**src/design/apm1_consts.svh**
```systemverilog
// offsets, field positions, reset values and address windows of the pm1 event block
// assumes inclusion by the register bank and by the bench
`ifndef APM1_CONSTS_SVH
`define APM1_CONSTS_SVH

// register offsets, the same for host and ec
`define APM1_OFF_STATUS_LOW   5'h00
`define APM1_OFF_EVENT_STATUS 5'h01
`define APM1_OFF_ENABLE_LOW   5'h02
`define APM1_OFF_EVENT_ENABLE 5'h03
`define APM1_OFF_CONTROL_LOW  5'h04
`define APM1_OFF_CONTROL_HIGH 5'h05
`define APM1_OFF_PM2_LOW      5'h06
`define APM1_OFF_PM2_HIGH     5'h07
`define APM1_OFF_CTRL_SCI     5'h10

// address windows
`define APM1_EC_BASE   32'h000F_1400
`define APM1_EC_SPAN   32'h0000_0020
`define APM1_HOST_SPAN 16'h0008

// event status fields
`define APM1_BIT_WAKE     7
`define APM1_BIT_OVERRIDE 3
`define APM1_BIT_ALARM    2
`define APM1_BIT_SLEEP    1
`define APM1_BIT_POWER    0
`define APM1_STATUS_MASK  8'h8F

// control high fields
`define APM1_BIT_TRIGGER  5
`define APM1_TYPE_MSB     4
`define APM1_TYPE_LSB     2
`define APM1_BIT_OVR_EN   1

// controller sci status fields
`define APM1_BIT_CTRL_SCI 0

// reset values
`define APM1_RST_STATUS   8'h00
`define APM1_RST_ENABLE   3'h0
`define APM1_RST_TYPE     3'h0
`define APM1_RST_CTRL_SCI 8'h00
`define APM1_RST_DATA     8'h00

`endif

```
**src/design/apm1_pkg.sv**
```systemverilog
// types shared by the pm1 event block modules
// assumes apm1_consts.svh sits beside it
package apm1_pkg;

   // host i/o cycle, already taken off the lpc or espi link
   typedef struct packed {
      logic        valid;
      logic        write;
      logic [15:0] addr;
      logic [7:0]  wdata;
   } apm1_host_req_t;

   // ec access on the internal 32-bit space
   typedef struct packed {
      logic        valid;
      logic        write;
      logic [31:0] addr;
      logic [7:0]  wdata;
   } apm1_ec_req_t;

   // answer to either side
   typedef struct packed {
      logic       ack;
      logic [7:0] rdata;
   } apm1_ans_t;

   // sleep control seen by the ec firmware
   typedef struct packed {
      logic [2:0] sleep_type;
      logic       sleep_trigger;
      logic       override_enable;
   } apm1_ctl_t;

endpackage : apm1_pkg

```
**src/design/apm1_addr_decode.sv**
```systemverilog
// address window decoder for one access side of the pm1 event block
// assumes base plus span does not wrap past the top of the space
`timescale 1ns/1ps
module apm1_addr_decode #(
   parameter int AW = 16
) (
   // access
   input  wire logic [AW-1:0] addr,
   input  wire logic [AW-1:0] base,
   input  wire logic [AW-1:0] span,
   // result
   output logic               hit,
   output logic [4:0]         offset
);

   logic [AW-1:0] delta;

   assign delta  = addr - base;
   // the lower bound check keeps an address below base from wrapping into range
   assign hit    = (addr >= base) && (delta < span);
   assign offset = delta[4:0];

endmodule : apm1_addr_decode

```
**src/design/apm1_regs.sv**
```systemverilog
// pm1 event register bank shared by host i/o cycles and the embedded controller
// assumes host cycles arrive already decoded from lpc or espi, one clock domain,
// and the rtc alarm input coming from logic on the same clock
//
// Notes on behaviour
// - ec firmware sets the sleep button flag to report a sleep button event.
// - an rtc alarm event sets the alarm flag.
// - a pending flag with its enable set drives an sci event to host.
// - ec reads and writes status flags but only reads enable bits.
// - host decodes at programmable i/o base, ec at fixed internal base.
// - host reaches every register except the controller sci status at 10h.
// - byte registers at 00h to 07h, controller sci status at 10h.
// - wake flag bit 7; ec sets or clears, host one clears.
// - override flag bit 3; ec sets or clears it.
// - alarm flag bit 2; ec writes set or clear it.
// - sleep button flag bit 1; ec writes set or clear it.
// - power button flag bit 0; ec writes set or clear it.
// - ec status writes store the written value directly.
// - host status writes clear ones and leave zeros unchanged.
// - all status flags reset to zero.
// - alarm enable bit 2, host read and write, resets to zero.
// - sleep button enable bit 1, host read and write, resets zero.
// - power button enable bit 0, host read and write, resets zero.
// - ec writes to enable bits are ignored.
// - sci asserted low when power, sleep or alarm flag meets its enable.
// - sci asserted low when controller sci request bit is one.
// - host writes to control high, enable or status pulse ec interrupts.
// - sleep trigger: host reads zero, sets by one; ec reads, clears by one.
`timescale 1ns/1ps
`include "apm1_consts.svh"
module apm1_regs (
   // clock and reset
   input  wire logic                     clock,
   input  wire logic                     reset_n,
   // host i/o side
   input  wire logic [15:0]              host_base,
   input  wire apm1_pkg::apm1_host_req_t host_req,
   output apm1_pkg::apm1_ans_t           host_ans,
   // ec side
   input  wire apm1_pkg::apm1_ec_req_t   ec_req,
   output apm1_pkg::apm1_ans_t           ec_ans,
   // events
   input  wire logic                     rtc_alarm,
   // to host
   output logic                          sci_out_n,
   // to ec
   output logic                          control_write_irq,
   output logic                          enable_write_irq,
   output logic                          status_write_irq,
   output apm1_pkg::apm1_ctl_t           ctl
);

   logic       host_hit;
   logic [4:0] host_off;
   logic       ec_hit;
   logic [4:0] ec_off;
   logic       host_wr;
   logic       host_rd;
   logic       ec_wr;
   logic       ec_rd;
   logic       host_wr_sts;
   logic       host_wr_en;
   logic       host_wr_ctl;
   logic       ec_wr_sts;
   logic       ec_wr_ctl;
   logic       ec_wr_sci;
   logic [7:0] status;
   logic [7:0] next_status;
   logic [2:0] enable;
   logic [2:0] sleep_type;
   logic       override_enable;
   logic       sleep_trigger;
   logic       next_sleep_trigger;
   logic [7:0] controller_sci_status_reg;
   logic [2:0] pending;
   logic       sci_request;

   apm1_addr_decode #(.AW(16)) u_host_decode (
      .addr   (host_req.addr),
      .base   (host_base),
      .span   (`APM1_HOST_SPAN),
      .hit    (host_hit),
      .offset (host_off)
   );

   apm1_addr_decode #(.AW(32)) u_ec_decode (
      .addr   (ec_req.addr),
      .base   (`APM1_EC_BASE),
      .span   (`APM1_EC_SPAN),
      .hit    (ec_hit),
      .offset (ec_off)
   );

   // the host window ends at 07h, so 10h is never claimed from the host side
   assign host_wr = host_req.valid && host_req.write && host_hit;
   assign host_rd = host_req.valid && !host_req.write && host_hit;
   assign ec_wr   = ec_req.valid && ec_req.write && ec_hit;
   assign ec_rd   = ec_req.valid && !ec_req.write && ec_hit;

   assign host_wr_sts = host_wr && (host_off == `APM1_OFF_EVENT_STATUS);
   assign host_wr_en  = host_wr && (host_off == `APM1_OFF_EVENT_ENABLE);
   assign host_wr_ctl = host_wr && (host_off == `APM1_OFF_CONTROL_HIGH);
   assign ec_wr_sts   = ec_wr && (ec_off == `APM1_OFF_EVENT_STATUS);
   assign ec_wr_ctl   = ec_wr && (ec_off == `APM1_OFF_CONTROL_HIGH);
   assign ec_wr_sci   = ec_wr && (ec_off == `APM1_OFF_CTRL_SCI);

   // read view of one register; the host sees the trigger as zero
   function automatic logic [7:0] read_reg(input logic [4:0] off, input logic from_host);
      logic [7:0] value;
      value = `APM1_RST_DATA;
      case (off)
         `APM1_OFF_EVENT_STATUS: begin
            value = status & `APM1_STATUS_MASK;
         end
         `APM1_OFF_EVENT_ENABLE: begin
            value[2:0] = enable;
         end
         `APM1_OFF_CONTROL_HIGH: begin
            value[`APM1_TYPE_MSB:`APM1_TYPE_LSB] = sleep_type;
            value[`APM1_BIT_OVR_EN]              = override_enable;
            value[`APM1_BIT_TRIGGER]             = sleep_trigger && !from_host;
         end
         `APM1_OFF_CTRL_SCI: begin
            value = from_host ? `APM1_RST_DATA : controller_sci_status_reg;
         end
         default: begin
            value = `APM1_RST_DATA;
         end
      endcase
      return value;
   endfunction : read_reg

   // status flags: host clears first, a whole ec write then overrides, alarm last
   always_comb begin
      next_status = status;
      if (host_wr_sts) begin
         next_status = status & ~host_req.wdata;
      end
      if (ec_wr_sts) begin
         next_status = ec_req.wdata;
      end
      if (rtc_alarm) begin
         next_status[`APM1_BIT_ALARM] = 1'b1;
      end
      next_status = next_status & `APM1_STATUS_MASK;
   end

   always_ff @(posedge clock or negedge reset_n) begin
      if (!reset_n) begin
         status <= `APM1_RST_STATUS;
      end else begin
         status <= next_status;
      end
   end

   // enables follow host writes only; ec writes to them fall on the floor
   always_ff @(posedge clock or negedge reset_n) begin
      if (!reset_n) begin
         enable <= `APM1_RST_ENABLE;
      end else if (host_wr_en) begin
         enable <= host_req.wdata[2:0];
      end
   end

   // sleep type and override enable are host owned, ec only reads them
   always_ff @(posedge clock or negedge reset_n) begin
      if (!reset_n) begin
         sleep_type      <= `APM1_RST_TYPE;
         override_enable <= 1'b0;
      end else if (host_wr_ctl) begin
         sleep_type      <= host_req.wdata[`APM1_TYPE_MSB:`APM1_TYPE_LSB];
         override_enable <= host_req.wdata[`APM1_BIT_OVR_EN];
      end
   end

   // a host set arriving with an ec clear wins so no sleep request is lost
   always_comb begin
      next_sleep_trigger = sleep_trigger;
      if (ec_wr_ctl && ec_req.wdata[`APM1_BIT_TRIGGER]) begin
         next_sleep_trigger = 1'b0;
      end
      if (host_wr_ctl && host_req.wdata[`APM1_BIT_TRIGGER]) begin
         next_sleep_trigger = 1'b1;
      end
   end

   always_ff @(posedge clock or negedge reset_n) begin
      if (!reset_n) begin
         sleep_trigger <= 1'b0;
      end else begin
         sleep_trigger <= next_sleep_trigger;
      end
   end

   always_ff @(posedge clock or negedge reset_n) begin
      if (!reset_n) begin
         controller_sci_status_reg <= `APM1_RST_CTRL_SCI;
      end else if (ec_wr_sci) begin
         controller_sci_status_reg <= ec_req.wdata;
      end
   end

   // status bits 0..2 line up with enable bits 0..2
   for (genvar i = 0; i < 3; i++) begin : g_pending
      assign pending[i] = status[i] & enable[i];
   end

   assign sci_request = (|pending) || controller_sci_status_reg[`APM1_BIT_CTRL_SCI];

   always_ff @(posedge clock or negedge reset_n) begin
      if (!reset_n) begin
         sci_out_n <= 1'b1;
      end else begin
         sci_out_n <= !sci_request;
      end
   end

   always_ff @(posedge clock or negedge reset_n) begin
      if (!reset_n) begin
         control_write_irq <= 1'b0;
         enable_write_irq  <= 1'b0;
         status_write_irq  <= 1'b0;
      end else begin
         control_write_irq <= host_wr_ctl;
         enable_write_irq  <= host_wr_en;
         status_write_irq  <= host_wr_sts;
      end
   end

   // answers come one cycle after the request and show pre-write contents
   always_ff @(posedge clock or negedge reset_n) begin
      if (!reset_n) begin
         host_ans <= '0;
      end else begin
         host_ans.ack   <= host_req.valid && host_hit;
         host_ans.rdata <= host_rd ? read_reg(host_off, 1'b1) : `APM1_RST_DATA;
      end
   end

   always_ff @(posedge clock or negedge reset_n) begin
      if (!reset_n) begin
         ec_ans <= '0;
      end else begin
         ec_ans.ack   <= ec_req.valid && ec_hit;
         ec_ans.rdata <= ec_rd ? read_reg(ec_off, 1'b0) : `APM1_RST_DATA;
      end
   end

   always_ff @(posedge clock or negedge reset_n) begin
      if (!reset_n) begin
         ctl <= '0;
      end else begin
         ctl.sleep_type      <= sleep_type;
         ctl.sleep_trigger   <= sleep_trigger;
         ctl.override_enable <= override_enable;
      end
   end

   property p_alarm_sets;
      @(posedge clock) disable iff (!reset_n)
      rtc_alarm |=> status[`APM1_BIT_ALARM];
   endproperty
   a_alarm_sets: assert property (p_alarm_sets)
      else $error("alarm event did not set alarm flag");

   property p_ec_sleep_set;
      @(posedge clock) disable iff (!reset_n)
      ec_wr_sts && ec_req.wdata[`APM1_BIT_SLEEP] |=> status[`APM1_BIT_SLEEP] ##1 !sci_out_n
         || !enable[1];
   endproperty
   a_ec_sleep_set: assert property (p_ec_sleep_set)
      else $error("ec sleep event not recorded or not signalled");

   property p_ec_direct;
      @(posedge clock) disable iff (!reset_n)
      ec_wr_sts && !rtc_alarm |=> status == ($past(ec_req.wdata) & `APM1_STATUS_MASK);
   endproperty
   a_ec_direct: assert property (p_ec_direct)
      else $error("ec status write not stored directly");

   property p_host_clear;
      @(posedge clock) disable iff (!reset_n)
      host_wr_sts && !ec_wr_sts && !rtc_alarm
         |=> status == ($past(status) & ~$past(host_req.wdata));
   endproperty
   a_host_clear: assert property (p_host_clear)
      else $error("host write-one clear wrong");

   property p_ec_wins;
      @(posedge clock) disable iff (!reset_n)
      host_wr_sts && ec_wr_sts && host_req.wdata[`APM1_BIT_WAKE] && ec_req.wdata[`APM1_BIT_WAKE]
         |=> status[`APM1_BIT_WAKE];
   endproperty
   a_ec_wins: assert property (p_ec_wins)
      else $error("host clear beat ec set");

   property p_sci_follows;
      @(posedge clock) disable iff (!reset_n)
      ##1 sci_out_n == !($past(|(status[2:0] & enable))
         || $past(controller_sci_status_reg[`APM1_BIT_CTRL_SCI]));
   endproperty
   a_sci_follows: assert property (p_sci_follows)
      else $error("sci output disagrees with flags and enables");

   property p_ec_enable_ignored;
      @(posedge clock) disable iff (!reset_n)
      ec_wr && ec_off == `APM1_OFF_EVENT_ENABLE && !host_wr_en |=> $stable(enable);
   endproperty
   a_ec_enable_ignored: assert property (p_ec_enable_ignored)
      else $error("ec write changed an enable bit");

   property p_irq_pulse;
      @(posedge clock) disable iff (!reset_n)
      host_wr_sts |=> status_write_irq && !enable_write_irq && !control_write_irq;
   endproperty
   a_irq_pulse: assert property (p_irq_pulse)
      else $error("status write interrupt missing");

   property p_host_no_sci_reg;
      @(posedge clock) disable iff (!reset_n)
      host_req.valid && host_req.addr == host_base + 16'h0010 |=> !host_ans.ack;
   endproperty
   a_host_no_sci_reg: assert property (p_host_no_sci_reg)
      else $error("host claimed the ec only register");

   property p_trigger_hidden;
      @(posedge clock) disable iff (!reset_n)
      host_rd && host_off == `APM1_OFF_CONTROL_HIGH |=> !host_ans.rdata[`APM1_BIT_TRIGGER];
   endproperty
   a_trigger_hidden: assert property (p_trigger_hidden)
      else $error("host read saw the sleep trigger");

   property p_reserved_zero;
      @(posedge clock) disable iff (!reset_n)
      ec_rd && ec_off == `APM1_OFF_STATUS_LOW |=> ec_ans.ack && ec_ans.rdata == 8'h00;
   endproperty
   a_reserved_zero: assert property (p_reserved_zero)
      else $error("reserved register read not zero");

   property p_ec_read_status;
      @(posedge clock) disable iff (!reset_n)
      ec_req.valid && !ec_req.write && ec_req.addr == `APM1_EC_BASE + 32'h0000_0001
         |=> ec_ans.ack && ec_ans.rdata == $past(status);
   endproperty
   a_ec_read_status: assert property (p_ec_read_status)
      else $error("ec read of event status wrong");

endmodule : apm1_regs

```
**config.mk**
```make
export PLATFORM = sky130hd
export DESIGN_NAME = apm1_regs
export DESIGN_NICKNAME = d
export VERILOG_FILES = /design/src/design/apm1_pkg.sv /design/src/design/apm1_addr_decode.sv /design/src/design/apm1_regs.sv
export VERILOG_INCLUDE_DIRS = /design/src /design/src/design
export SDC_FILE = /design/constraint.sdc
export NUM_CORES = 1
export LEC_CHECK = 0
export ABC_AREA = 1
export BUFFER_PORTS_ARGS = -buffer_cell sky130_fd_sc_hd__buf_2
export CORE_MARGIN = 3
export CORE_UTILIZATION = 54
export CTS_BUF_LIST = sky130_fd_sc_hd__clkbuf_8
export CTS_CLUSTER_SIZE = 30
export DETAILED_ROUTE_END_ITERATION = 10
export GPL_TIMING_DRIVEN = 0
export PLACE_DENSITY = 0.8
export SYNTH_ARGS = -nofsm -noshare
export SYNTH_HDL_FRONTEND = slang
export SYNTH_HIERARCHICAL = 1
export SYNTH_SLANG_ARGS = --single-unit
export TNS_END_PERCENT = 1
```
**constraint.sdc**
```tcl
create_clock -name clock -period 0.8 [get_ports clock]
set_input_delay 0.08 -clock clock [delete_from_list [all_inputs] [get_ports clock]]
set_output_delay 0.08 -clock clock [all_outputs]
set_load 0.01 [all_outputs]
```
---- Word-level counts from Yosys, hierarchy flattened ----
Index checks and enable logic that the tools add are counted.
operators by class
  $add $sub $neg .......................... 2
  bitwise operators ....................... 5
  magnitude comparators ................... 4
  equal/unequal tests ..................... 7
  reduce and logical (&&, ||, !) cells .... 28
  mux-type cells .......................... 15
operators by type and width
  kind                                                                 number
  greater-or-equal comparator 32 x 20 -> 1 bit, second input constant  1
  less-than comparator 32 x 6 -> 1 bit, second input constant          1
  2-to-1 mux 8 bit                                                     4
  subtractor 32 x 20 -> 32 bit, second input constant                  1
  logical AND 1 bit                                                    20
  greater-or-equal comparator 16 bit                                   1
  less-than comparator 16 x 4 -> 1 bit, second input constant          1
  subtractor 16 bit                                                    1
  == test 5 x 1 -> 1 bit, second input constant                        2
  == test 5 x 2 -> 1 bit, second input constant                        2
  == test 5 x 3 -> 1 bit, second input constant                        2
  one-hot mux 3 bit (3 select lines)                                   1
  bitwise AND 8 bit                                                    1
  NOT 8 bit                                                            1
  one-hot mux 2 bit (2 select lines)                                   2
  one-hot mux 2 bit (4 select lines)                                   1
  one-hot mux 2 bit (3 select lines)                                   1
  == test 5 bit, second input constant                                 1
  nonzero test 2 bit                                                   2
  bitwise AND 1 bit                                                    3
  logical NOT 1 bit                                                    3
  2-to-1 mux 1 bit                                                     3
  one-hot mux 1 bit (3 select lines)                                   1
  nonzero test 3 bit                                                   1
  other kinds (4)                                                      4
storage, ports and cells
  input bits .............................. 87
  register bits after elaboration ......... 48
  word-level logic and storage cells ...... 79
  output and inout port bits .............. 27

---- Logic depth before layout (Yosys ltp) ----
Gate-level depths: netlist of run 1.
  depth after elaboration ................. 8
  mapped depth ............................ 28
  gate-level depth less buffers ........... 28

---- By module ----
Netlist of run 1, hierarchy kept.
modules (own cells, without submodules)
  module                            cells an instance  instances  area an instance (sq um)  sequential area each (sq um)
  apm1_addr_decode (u_ec_decode)    631                1          3263.1                    0.0
  apm1_regs                         242                1          2083.2                    1152.4
  apm1_addr_decode (u_host_decode)  256                1          1396.3                    0.0

---- Worst setup path before layout of run 1 ----
Ideal clock, no wire load.
  path kind ............................... input to register
  from .................................... input ec_req[20] in the netlist's numbering
  to ...................................... register controller_sci_status_reg[0]
  data required time ...................... 0.674 ns
  setup slack ............................. -1.927 ns
  data arrival time ....................... 2.601 ns
  buffers on the path ..................... 0
  setup time .............................. 0.126 ns
  stages .................................. 23
  cells stage by stage .................... ha_1 -> nand2_1 -> inv_1 -> a21oi_2 -> inv_1 -> a21oi_1 -> nand2_1 -> nand2_1 -> nand3_1 -> nand2_1 -> ha_1 -> a21oi_1 -> o21ai_0 -> nor2_1 -> nand2_1 -> nor2_1 -> nand2_1 -> nor2_1 -> nand2_1 -> nor2_1 -> inv_2 -> nor2_8 -> o21ai_0
between the ends
  word-level cells in the longest chain between the ends .. 5
  elaborated cells on any way between the ends .. 6
  those cells by class .................... 1 x add/sub; 2 x order compare; 3 x reduce/logical
ends and longest elaborated chain
  item                                  RTL line                RTL
  start: declaration                    apm1_regs.sv:40         input wire apm1_pkg::apm1_ec_req_t ec_req,
  subtractor 32 x 20 -> 32 bit          apm1_addr_decode.sv:18  assign delta = addr - base;
  less-than comparator 32 x 6 -> 1 bit  apm1_addr_decode.sv:20  assign hit = (addr >= base) && (delta < span);
  logical AND 1 bit *                   apm1_addr_decode.sv:20
  named net ec_hit                      apm1_regs.sv:55         logic ec_hit;
  logical AND 1 bit *                   apm1_regs.sv:97         assign ec_wr = ec_req.valid && ec_req.write && ec_hit;
  logical AND 1 bit *                   apm1_regs.sv:105        assign ec_wr_sci = ec_wr && (ec_off == `APM1_OFF_CTRL_SCI);
  end signal: assignment                apm1_regs.sv:197        controller_sci_status_reg <= `APM1_RST_CTRL_SCI;
  end signal: assignment                apm1_regs.sv:199        controller_sci_status_reg <= ec_req.wdata;
  end: declaration                      apm1_regs.sv:74         logic [7:0] controller_sci_status_reg;
Mark *: on every way through the listed nets, which the timed path passes. The rest lies on a longest branch.
A chain may end at the register's enable or synchronous reset.

---- Final worst setup path of run 1 ----
  from .................................... input ec_req[20] in the netlist's numbering
  to ...................................... register controller_sci_status_reg[3]
The elaborated chain is that of the path after synthesis.

==> results by group, run 1 <==
Power and ir drop
  • Cell leakage power: 0.00518 uW
  • Power Total: ~11000 uW
  • Power Density: 1170 nW/um^2
  • VDD IR-drop max: 671 uV

Route
  • DRT iter0 DRCs: about 400
  • Antenna Nets Post-Route: 0
  • DR WL/cell: about 12 um
  • DR vias/cell: ~5
  • Routed WL: 18300 um
  • Vias post-DR: 7466
  • Residual DRC: 0
  • Pre-Repair DR Iteration Count: 7

Worst setup path
  • Highest-delay cell along the critical path: ha_4
  • Crit-path most repeated cell: nand2_1
  • Reg-to-reg slack, setup: -100 ps
  • Crit path max-delay family: simple AND/OR/NAND/NOR gates
  • Worst-path maximum fanout: 8
  • Critical Path AT: 3000 ps
  • Critical path endpoint: controller_sci_status_reg[3]
  • Critical Path Stages: 23
  • Worst reg2reg startpoint: enable[2]
  • Critical path class: primary input to register
  • Worst Reg-to-Reg Cells: 4
  • Reg-to-reg endpoint: ec_ans[2]
  • Crit. End Element: register
  • Worst-path cell chain: buf_6, ha_4, nand2_4, inv_2, a21oi_2, inv_1, a21oi_2, nand2_2, xor2_2, ha_4, a21oi_2, o21ai_1, nor2_1, nand2_1, nand2_1, nand2_1, nor2_2, nand2_2, nor2_4, inv_6, nor2_4, nand2_1, nand2_1
  • CP startpoint: ec_req[20]
  • Crit path launch type: primary input
  • Req. time, crit path: 1030 ps
  • Slowest stage delay, CP: 270 ps
  • CP Buf/Inv Count: 4

Logic synthesis
  • Seq/Total Area, Yosys: 17.1%
  • Yosys Warn Count: 6
  • Top_reg_cell synth: dfrtp_1
  • Post-synth EDFFs: 0
  • Synthesized area: 6740 um^2
  • Syn Inst Count: 1129
  • Post-synth ARST share: between 90% and 100%
  • Syn Area/Cell: 5.97 um^2
  • Yosys reg bits: 46
  • Distinct cells, synth: 41

Finish
  • N_diodes: 0
  • Share of post-route cells with drive strength above 1: 27.2%
  • Design Area, Final: 9210 um^2
  • Finished Layout Cells: 1527
  • Area grow syn2layout: 36.6%
  • Sequential Area: roughly 1200 um^2
  • NumNets Final: 1542
  • Multi-input gate area: 5840 um^2
  • Largest register FFs: 9
  • Filler Cell Count: 939

CTS
  • Root Buffer: clkbuf_8
  • CTS Hold Bufs: 3
  • CTS tree: yes
  • Cts bufs inserted: 5
  • Clock slew at reported path FFs: 80 ps
  • Longest Clk Path Bufs: 2
  • CTS HTree Levels: 2
  • Clk_lat worst skew: 290 ps
  • Clock sinks: 46

STA
  • Post-route setup TNS: -75440 ps
  • Unrepaired setup endpoints after global routing: true
  • Setup Skew: 4.71 ps
  • Final setup viols: 66
  • Slew headroom: a little under two fifths
  • Worst Tran Pin Value: 948 ps
  • Final Hold Viols: 45
  • Period minus WS final: about 2800 ps
  • Final worst slack: -1970 ps
  • Min Hold Slack: -65.2 ps
  • Max Fclk: 361 MHz
  • Final Cycle Share: 346%
  • Count of pins over their slew limit: 0

Place
  • IO Port Bufs: 110
  • GPL Wtd Cong: 0.985
  • DP Cell Count: around 1500
  • Dpl hpwl: 13500 um
  • Placed inst area: 7880 um^2

Global routing
  • Overflow after GRT: 0
  • Largest net degree at the start of global routing: 47
  • Tot GR Track Use: 24.0%
  • Vias in the first global route: 6751
  • First-pass GRT wire length: a little under 30000 um
  • Antenna violations before repair: 0

Worst hold path
  • Worst hold path class: primary input to asynchronous set/reset pin

Floorplan
  • Io pins: 114
  • Starting Density: 55.7%
  • Row cnt: 40
  • Die area: about 14000 um^2
  • Die W: 118 um
  • Core area: about 12000 um^2
  • Die Y: 118 um

Status
  • Status: finished with violations
  • Failing checks: hold timing, setup timing

Flow run
  • Max-cap violation count: 0
[synth_stat cells (3+ instances only)]
master	instances	share of area, %
a21oi_2	5	0.65
a21oi_1	64	4.8
nand4_1	24	2.2
dfrtp_1	45	17
o21a_1	4	0.45
nand2_2	16	1.5
nor2_4	5	0.83
o21bai_1	4	0.45
buf_4	3	0.33
nand2_1	374	21
xnor2_1	4	0.52
nand3_1	62	4.6
o21ai_0	28	2.1
ha_1	94	17
nor2_1	76	4.2
inv_1	257	14
nor2_2	9	0.83
xor2_1	18	2.3
inv_2	3	0.17
nor3_1	4	0.30
[power breakdown]
part           internal, uW  leakage, uW  total (uW)  switching, uW
combinational          2570      0.00451        6360           3780
sequential             2550     0.000610        2730            176
clock                   998    0.0000573        1700            703
[cells in the final DEF (no fill, tap or decap), types with 28 or more instances in the layout]
master,Yosys,routed
nand2_2,16,57
inv_1,257,240
nor2_1,76,56
nand3_1,62,57
a21oi_1,64,41
buf_4,3,28
conb_1,2,83
buf_2,1,103
nand2_1,374,319
ha_4,0,32
dfrtp_1,45,45
ha_1,94,60
[per-stage QoR]
step / setup WS (ps) / utilization (%)
after floorplan: -1740 / -
after detailed placement: -2580 / 65.0
after CTS: -1900 / 71.4
after global routing: -2150 / 76.0
after global placement: -2530 / 65.0
final: -1970 / 76.0
[per-layer routing]
metal	up-vias	GRT usage, %	wire length, um
met5	-	0	0
met4	0	6.23	528
met3	57	1.83	869
met2	246	43.7	9110
met1	3309	30.7	7840
li1	3854	-	-
[how the worst min path moves through the flow]
stage | start | end | slack [ps] | cells past startpoint
floorplan | reset_n | control_write_irq | -220 | 0
global placement | reset_n | ctl[1] | 280 | 1
detailed placement | reset_n | ctl[1] | 270 | 1
CTS | reset_n | status[7] | -50 | 1
global route | reset_n | controller_sci_status_reg[3] | -5 | 1
finish | reset_n | status[7] | -70 | 1
[what timing repair did]
item                                    in CTS  in global routing
resized for setup                          109                119
hold endpoints to repair                    48                 13
setup buffers                               15                 13
endpoints found under the setup margin      66                 66
pin swaps                                   70                 82
cloned                                       1                  0
[cells by family after synthesis]
kind of cell	count (synthesis)	synth area share (%)
buffers and inverters	266	15.1
adder cells (fa/ha/maj)	96	18.0
XOR/XNOR	22	2.86
other	2	0.111
AND/OR/NAND/NOR	586	37.7
AO/OA/AOI/OAI	111	9.06
flip-flops	46	17.1
[cell type report]
type                            instances  area share, %
Clock inverter                          1          0.326
Multi-Input combinational cell        899           63.5
Buffer                                  5          0.421
Clock buffer                            6          0.897
Tap cell                              168           2.28
Timing Repair Buffer                  141           9.25
Inverter                              261           10.8
Sequential cell                        46           12.5
Power figures use the tool's default switching activity.
==> inputs of run 2 (changes only) <==
--- a/config.mk
+++ b/config.mk
@@ -7,12 +7,12 @@
 export NUM_CORES = 1
 export LEC_CHECK = 0
 export ABC_AREA = 1
-export BUFFER_PORTS_ARGS = -buffer_cell sky130_fd_sc_hd__buf_2
 export CORE_MARGIN = 3
-export CORE_UTILIZATION = 54
+export CORE_UTILIZATION = 61
 export CTS_BUF_LIST = sky130_fd_sc_hd__clkbuf_8
 export CTS_CLUSTER_SIZE = 30
 export DETAILED_ROUTE_END_ITERATION = 10
+export DONT_BUFFER_PORTS = 1
 export GPL_TIMING_DRIVEN = 0
 export PLACE_DENSITY = 0.8
 export SYNTH_ARGS = -nofsm -noshare
==> results by group, run 2 (synthesis results as in run 1) <==
Floorplan
  • Starting Density: 63.9% (was 55.7%)
  • Die W: 111 um (was 118 um)
  • Io pins: 114 (unchanged)
  • Die Y: 111 um (was 118 um)
  • Row cnt: 37 (was 40)
  • Core area: 10600 um^2 (was 12100 um^2)
  • Die area: 12400 um^2 (was 13900 um^2)

Route
  • WL met3: 1410 um (was 869 um)
  • Antenna Nets Post-Route: 0 (unchanged)
  • WL met1: 7800 um (was 7840 um)
  • Residual DRC: 0 (unchanged)
  • Met2 wire len: 9080 um (was 9110 um)
  • DR WL/cell: 13.6 um (was 12.0 um)
  • Routed WL: 18900 um (was 18300 um)
  • DR vias/cell: 5.27 (was 4.89)
  • Pre-Repair DR Iteration Count: 6 (was 7)
  • Highest routed layer: met4 (unchanged)
  • Vias post-DR: 7342 (was 7466)
  • DRT iter0 DRCs: 680 (was 399)

Power and ir drop
  • VDD IR-drop max: 1490 uV (was 671 uV)
  • Sequential power share: 27.0% (was 25.3%)
  • Switch Pwr: 4660 uW (about the same)
  • Clk network pwr share: 14.1% (was 15.8%)
  • Power Total: 10200 uW (was 10800 uW)
  • Power Density: 1180 nW/um^2 (was 1170 nW/um^2)
  • Cell leakage power: 0.00469 uW (was 0.00518 uW)
  • Pint: 5590 uW (was 6130 uW)
  • Combinational power share: 58.9% (about the same)
  • Net Sw Frac: 45.5% (was 43.2%)

Worst setup path
  • Req. time, crit path: 1000 ps (was 1030 ps)
  • Crit. End Element: register (unchanged)
  • Crit path launch type: primary input (unchanged)
  • CP startpoint: ec_req[13] (was ec_req[20])
  • Critical path class: primary input to register (unchanged)
  • Critical Path AT: 2870 ps (was 3000 ps)
  • Worst-path maximum fanout: 6 (was 8)
  • Worst reg2reg startpoint: enable[2] (unchanged)

Status
  • Failing checks: hold timing, setup timing (unchanged)
  • Status: finished with violations (unchanged)

CTS
  • Clock sinks: 46 (unchanged)
  • CTS HTree Levels: 2 (unchanged)
  • CTS tree: yes (unchanged)
  • Cts bufs inserted: 5 (unchanged)
  • Longest Clk Path Bufs: 2 (unchanged)
  • Clk_lat worst skew: 310 ps (was 290 ps)
  • CTS Hold Bufs: 15 (was 3)
  • Clock slew at reported path FFs: 90 ps (was 80 ps)
  • Root Buffer: clkbuf_8 (unchanged)

Finish
  • Share of post-route cells with drive strength above 1: 21.2% (was 27.2%)
  • Most frequent cells in the layout: nand2_1 (310), inv_1 (243), conb_1 (83), nand2_2 (66), nand3_1 (58) (was nand2_1 (319), inv_1 (240), buf_2 (103), conb_1 (83), ha_1 (60))
  • Finished Layout Cells: 1393 (was 1527)
  • Final core occ: 82.1% (was 76.0%)
  • Filler Cell Count: 767 (was 939)
  • Largest register FFs: 9 (unchanged)
  • N_diodes: 0 (unchanged)
  • Most common cell after layout, fill and taps aside: nand2_1 (unchanged)
  • Area grow syn2layout: 28.5% (was 36.6%)
  • NumNets Final: 1439 (was 1542)

Global routing
  • Vias in the first global route: 6889 (was 6751)
  • First-pass GRT wire length: 30500 um (was 28800 um)
  • Antenna violations before repair: 0 (unchanged)
  • Overflow after GRT: 0 (unchanged)
  • Largest net degree at the start of global routing: 47 (unchanged)
  • Tot GR Track Use: 28.9% (was 24.0%)

Worst hold path
  • Worst hold path class: primary input to asynchronous set/reset pin (unchanged)

Flow run
  • Max-cap violation count: 0 (unchanged)

Place
  • IO Port Bufs: 0 (was 110)
  • Dpl hpwl: 13800 um (was 13500 um)
  • DP Cell Count: 1346 (was 1488)
  • GPL Wtd Cong: 0.935 (was 0.985)
  • Dpl ws: -2500 ps (was -2580 ps)

STA
  • Max Fclk: 375 MHz (was 361 MHz)
  • Final setup viols: 51 (was 66)
  • Period minus WS final: 2670 ps (was 2770 ps)
  • Unrepaired setup endpoints after global routing: true (unchanged)
  • Min Hold Slack: -548 ps (was -65.2 ps)
  • Final Hold Viols: 52 (was 45)
  • Setup Skew: 8.56 ps (was 4.71 ps)
  • Final worst slack: -1870 ps (was -1970 ps)
  • Final Cycle Share: 334% (was 346%)
  • Count of pins over their slew limit: 0 (unchanged)
run 2: power by group through the flow:
| stage | sequential (uW) | clock (uW) | combinational [uW] |
|---|---|---|---|
| 2_1_floorplan | 2740 | 0 | 3680 |
| 3_5_place_dp | 2800 | 0 | 4560 |
| 4_1_cts | 2760 | 1440 | 5330 |
| 6_report | 2760 | 1450 | 6040 |
| 5_1_grt | 2790 | 1550 | 6790 |
| 3_3_place_gp | 2790 | 0 | 4440 |
run 2: worst paths after layout:
kind                       slack (ps)              end  depth (start not counted)
min                              -550  override_enable                          0
min reg2reg                       410           ctl[1]                          0
max reg2reg                      -140        ec_ans[2]                          4
max in group asynchronous        1180        sci_out_n                          0
max                             -1870        status[0]                         27
min in group clock                -50        ec_ans[3]                          3
run 2: final cells by class:
class	count	area [um^2]	area share (%)
multi-input cells	899	5890	68.0
flip-flops and latches	46	1150	13.3
inverters	261	997	11.5
repair buffers	38	323	3.73
well taps	136	170	1.96
clock buffers	5	68.8	0.794
plain buffers	5	38.8	0.448
clock inverters	3	21.3	0.246
run 2: per-layer routing:
layer,up-vias,global-route usage [%]
met5,-,0
met4,0,9.65
met3,75,5.90
met2,329,50.2
met1,3276,35.8
li1,3662,-
run 2: repair_timing:
action,CTS,global route
cloned,1,0
endpoints found under the hold margin,76,55
endpoints found under the setup margin,61,61
resized for setup,143,70
buffers inserted,11,12
pin swaps,72,39
run 2: worst max-delay path, stage by stage:
cell	delay (ps)
ha_4	200
nand2_4	80
inv_1	50
a21oi_2	150
buf_4	130
nand2_2	70
nand2_2	80
nand2_4	80
nand2_2	80
nand2_1	60
nand2_1	70
nand2_2	60
ha_4	280
nand2_2	70
nor2_4	110
nand4_1	210
nor2_1	220
nand2_2	100
nand2_2	80
nor2_4	50
nand2_4	80
nor2_4	60
buf_4	150
nand2_8	80
clkinv_4	60
nand2_1	60
nand2_1	60
run 2: through the flow:
| step | instance area, um^2 | setup TNS [ps] |
|---|---|---|
| floorplan | 7120 | -66320 |
| global placement | 7290 | -87580 |
| detailed placement | 7290 | -89020 |
| CTS | 8250 | -63620 |
| global route | 8660 | -75910 |
| finish | 8660 | -66750 |
==> inputs of run 3 (changes only) <==
--- a/config.mk
+++ b/config.mk
@@ -8,15 +8,14 @@
 export LEC_CHECK = 0
 export ABC_AREA = 1
 export CORE_MARGIN = 3
-export CORE_UTILIZATION = 61
+export CORE_UTILIZATION = 60
 export CTS_BUF_LIST = sky130_fd_sc_hd__clkbuf_8
 export CTS_CLUSTER_SIZE = 30
 export DETAILED_ROUTE_END_ITERATION = 10
 export DONT_BUFFER_PORTS = 1
 export GPL_TIMING_DRIVEN = 0
-export PLACE_DENSITY = 0.8
+export PLACE_DENSITY = 0.79
 export SYNTH_ARGS = -nofsm -noshare
 export SYNTH_HDL_FRONTEND = slang
-export SYNTH_HIERARCHICAL = 1
 export SYNTH_SLANG_ARGS = --single-unit
 export TNS_END_PERCENT = 1
==> results by group, run 3 <==
CTS
  • Clock sinks: 46 (unchanged)
  • CTS Hold Bufs: 15 (unchanged)
  • CTS tree: yes (unchanged)
  • Root Buffer: clkbuf_8 (unchanged)
  • Longest Clk Path Bufs: 2 (unchanged)
  • Clk_lat worst skew: 290 ps (was 310 ps)
  • Clock slew at reported path FFs: 90 ps (about the same)
  • CTS HTree Levels: 2 (unchanged)
  • Cts bufs inserted: 5 (unchanged)

STA
  • Unrepaired setup endpoints after global routing: true (unchanged)
  • Count of pins over their slew limit: 0 (unchanged)
  • Final Hold Viols: 54 (was 52)
  • Period minus WS final: 1840 ps (was 2670 ps)
  • Worst Tran Pin Value: approximately 580 ps
  • Final Cycle Share: 230% (was 334%)
  • Final setup viols: 42 (was 51)
  • Max Fclk: 544 MHz (was 375 MHz)
  • Final worst slack: -1040 ps (was -1870 ps)
  • Min Hold Slack: -530 ps (was -548 ps)
  • Setup Skew: 10.7 ps (was 8.56 ps)
  • Slew headroom: between 60% and 70%

Logic synthesis
  • Seq/Total Area, Yosys: 30.5% (was 17.1%)
  • Top-count cell post-synth: nand2_1 (unchanged)
  • Post-synth EDFFs: 0 (unchanged)
  • Yosys Warn Count: 0 (was 6)
  • Post-synth ARST share: 100% (unchanged)
  • Cell taking the most area after synthesis: dfrtp_1 (was nand2_1)
  • Synth cell count leaders: nand2_1 (191), inv_1 (100), nor2_1 (54) (was nand2_1 (374), inv_1 (257), ha_1 (94))
  • Yosys reg bits: 46 (unchanged)
  • Syn Inst Count: 583 (was 1129)
  • Top_reg_cell synth: dfrtp_1 (unchanged)
  • Distinct cells, synth: 42 (was 41)
  • Post-synth top area share: 29.8% (was 20.8%)
  • Syn Area/Cell: 6.48 um^2 (was 5.97 um^2)
  • Synthesized area: 3780 um^2 (was 6740 um^2)
  • Top area cells in the synthesized netlist: dfrtp_1 (30%), nand2_1 (19%), inv_1 (9.9%) (was nand2_1 (21%), ha_1 (17%), dfrtp_1 (17%))

Status
  • Status: finished with violations (unchanged)
  • Failing checks: hold timing, setup timing (unchanged)

Floorplan
  • Io pins: 114 (unchanged)
  • Starting Density: 62.7% (was 63.9%)
  • Die area: 7290 um^2 (was 12400 um^2)
  • Die W: 85.4 um (was 111 um)
  • Die Y: 85.4 um (was 111 um)
  • Row cnt: 28 (was 37)
  • Core area: 6030 um^2 (was 10600 um^2)

Route
  • DR vias/cell: 5.49 (was 5.27)
  • Vias post-DR: 3786 (was 7342)
  • DR WL/cell: 13.5 um (was 13.6 um)
  • Pre-Repair DR Iteration Count: 5 (was 6)
  • Residual DRC: 0 (unchanged)
  • Routed WL: 9310 um (was 18900 um)
  • DRT iter0 DRCs: 191 (was 680)
  • Antenna Nets Post-Route: 0 (unchanged)

Power and ir drop
  • Power Total: 5930 uW (was 10200 uW)
  • Cell leakage power: 0.00242 uW (was 0.00469 uW)
  • Power Density: 1300 nW/um^2 (was 1180 nW/um^2)
  • VDD IR-drop max: 1500 uV (was 1490 uV)

Worst setup path
  • Req. time, crit path: 980 ps (was 1000 ps)
  • CP Buf/Inv Count: 4 (unchanged)
  • Crit path max-delay family: simple AND/OR/NAND/NOR gates (unchanged)
  • Highest-delay cell along the critical path: ha_1 (was ha_4)
  • Critical path class: primary input to register (unchanged)
  • Critical Path AT: 2020 ps (was 2870 ps)
  • Worst-path cell chain: inv_1, ha_1, buf_6, nand2_1, nand2_2, nand2_1, nand3_2, nand2_1, inv_1, nor2_1, nand3_1, nor2_1, nand4_1, inv_2, nand2_4, nand2_2, o21ai_1
  • Crit path launch type: primary input (unchanged)
  • Worst-path maximum fanout: 8 (was 6)
  • Crit. End Element: register (unchanged)
  • Slowest stage delay, CP: 290 ps (was 280 ps)
  • Crit-path most repeated cell: nand2_1 (was nand2_2)

Finish
  • N_diodes: 0 (unchanged)
  • NumNets Final: 718 (was 1439)
  • Most frequent cells in the layout: nand2_1 (174), inv_1 (97), dfrtp_1 (44), nor2_1 (41), nand3_1 (37) (was nand2_1 (310), inv_1 (243), conb_1 (83), nand2_2 (66), nand3_1 (58))
  • Largest register FFs: 9 (unchanged)
  • Share of post-route cells with drive strength above 1: 21.8% (was 21.2%)
  • Most common cell after layout, fill and taps aside: nand2_1 (unchanged)
  • Area grow syn2layout: 20.3% (was 28.5%)

Global routing
  • Overflow after GRT: 0 (unchanged)
  • Largest net degree at the start of global routing: 47 (unchanged)
  • Vias in the first global route: 3529 (was 6889)
  • First-pass GRT wire length: 15000 um (was 30500 um)
  • Tot GR Track Use: 24.8% (was 28.9%)
  • Antenna violations before repair: 0 (unchanged)

Place
  • Dpl hpwl: 7140 um (was 13800 um)
  • GPL Wtd Cong: 0.875 (was 0.935)
  • IO Port Bufs: 0 (unchanged)
  • Dpl ws: -1430 ps (was -2500 ps)

Flow run
  • Max-cap violation count: 0 (unchanged)

Worst hold path
  • Worst hold path class: primary input to asynchronous set/reset pin (unchanged)
-- run 3: cell count changes in the layout (fill, tap and decap cells not counted), sizes merged, moves of 9 or more --
cell   delta
inv     -151
nand4     -9
conb     -81
a21oi    -48
nand2   -189
ha       -78
nand3    -11
buf      -15
nor2     -29
xor2     -17
o21ai    -11
-- run 3: layer usage --
layer	GRT usage (%)	wire (um)	vias to the layer above
li1	-	-	1894
met2	45.6	4830	159
met3	3.59	619	14
met4	7.48	108	0
met5	0	0	-
met1	29.6	3750	1719
-- run 3: path summary, 6_finish.rpt --
path,to,startpoint,cells past startpoint,slack [ps]
worst max register to register,ec_ans[3],status[3],3,-190
min in group clock,ec_ans[7],ec_req[40],3,-40
worst min-delay path,status[3],reset_n,0,-530
worst max-delay path,override_enable,host_base[2],17,-1040
max in group asynchronous,sci_out_n,reset_n,0,1150
worst min register to register,ctl[1],sleep_trigger,0,420
-- run 3: area by class of cell --
type	instances	area [um^2]
Sequential cell	46	1150
Tap cell	75	93.8
Multi-Input combinational cell	424	2460
Clock inverter	2	60.1
Clock buffer	6	82.6
Timing Repair Buffer	23	223
Inverter	109	424
Fill cell	481	1480
Buffer	5	48.8
-- run 3: cells by family (layout without fill, tap and decap cells) --
logic type	after synthesis	count (layout)	share of synthesized area, %
other	1	2	0.0992
buffers and inverters	114	145	12.0
XOR/XNOR	4	4	0.927
adder cells (fa/ha/maj)	17	17	5.83
flip-flops	46	46	30.5
AND/OR/NAND/NOR	348	348	41.8
AO/OA/AOI/OAI	53	53	8.84
-- run 3: metrics by stage --
step / setup TNS (ps) / utilization (%) / hold WS, ps / cell area (um^2) / std cells
6_report: -30660 / 75.4 / -530 / 4550 / 690
5_1_grt: -36540 / 75.4 / -549 / 4550 / 690
4_1_cts: -29120 / 73.2 / -534 / 4410 / 690
3_5_place_dp: -46570 / 65.2 / -215 / 3930 / 659
3_3_place_gp: -44850 / 65.2 / -215 / 3930 / 659
2_1_floorplan: -35370 / - / -216 / 3830 / 584
-- run 3: repair_timing --
action | in CTS | in global routing
pin swaps | 14 | 6
endpoints found under the setup margin | 43 | 53
buffers inserted | 8 | 0
hold endpoints to repair | 70 | 51
resized for setup | 31 | 39
-- run 3: report_power, final --
part           internal (uW)  switching [uW]  leakage (uW)
Sequential              2320          0.0389      0.000633
Clock                   1330             748     0.0000714
Combinational            598             927       0.00172
Total                   4250            1670       0.00242
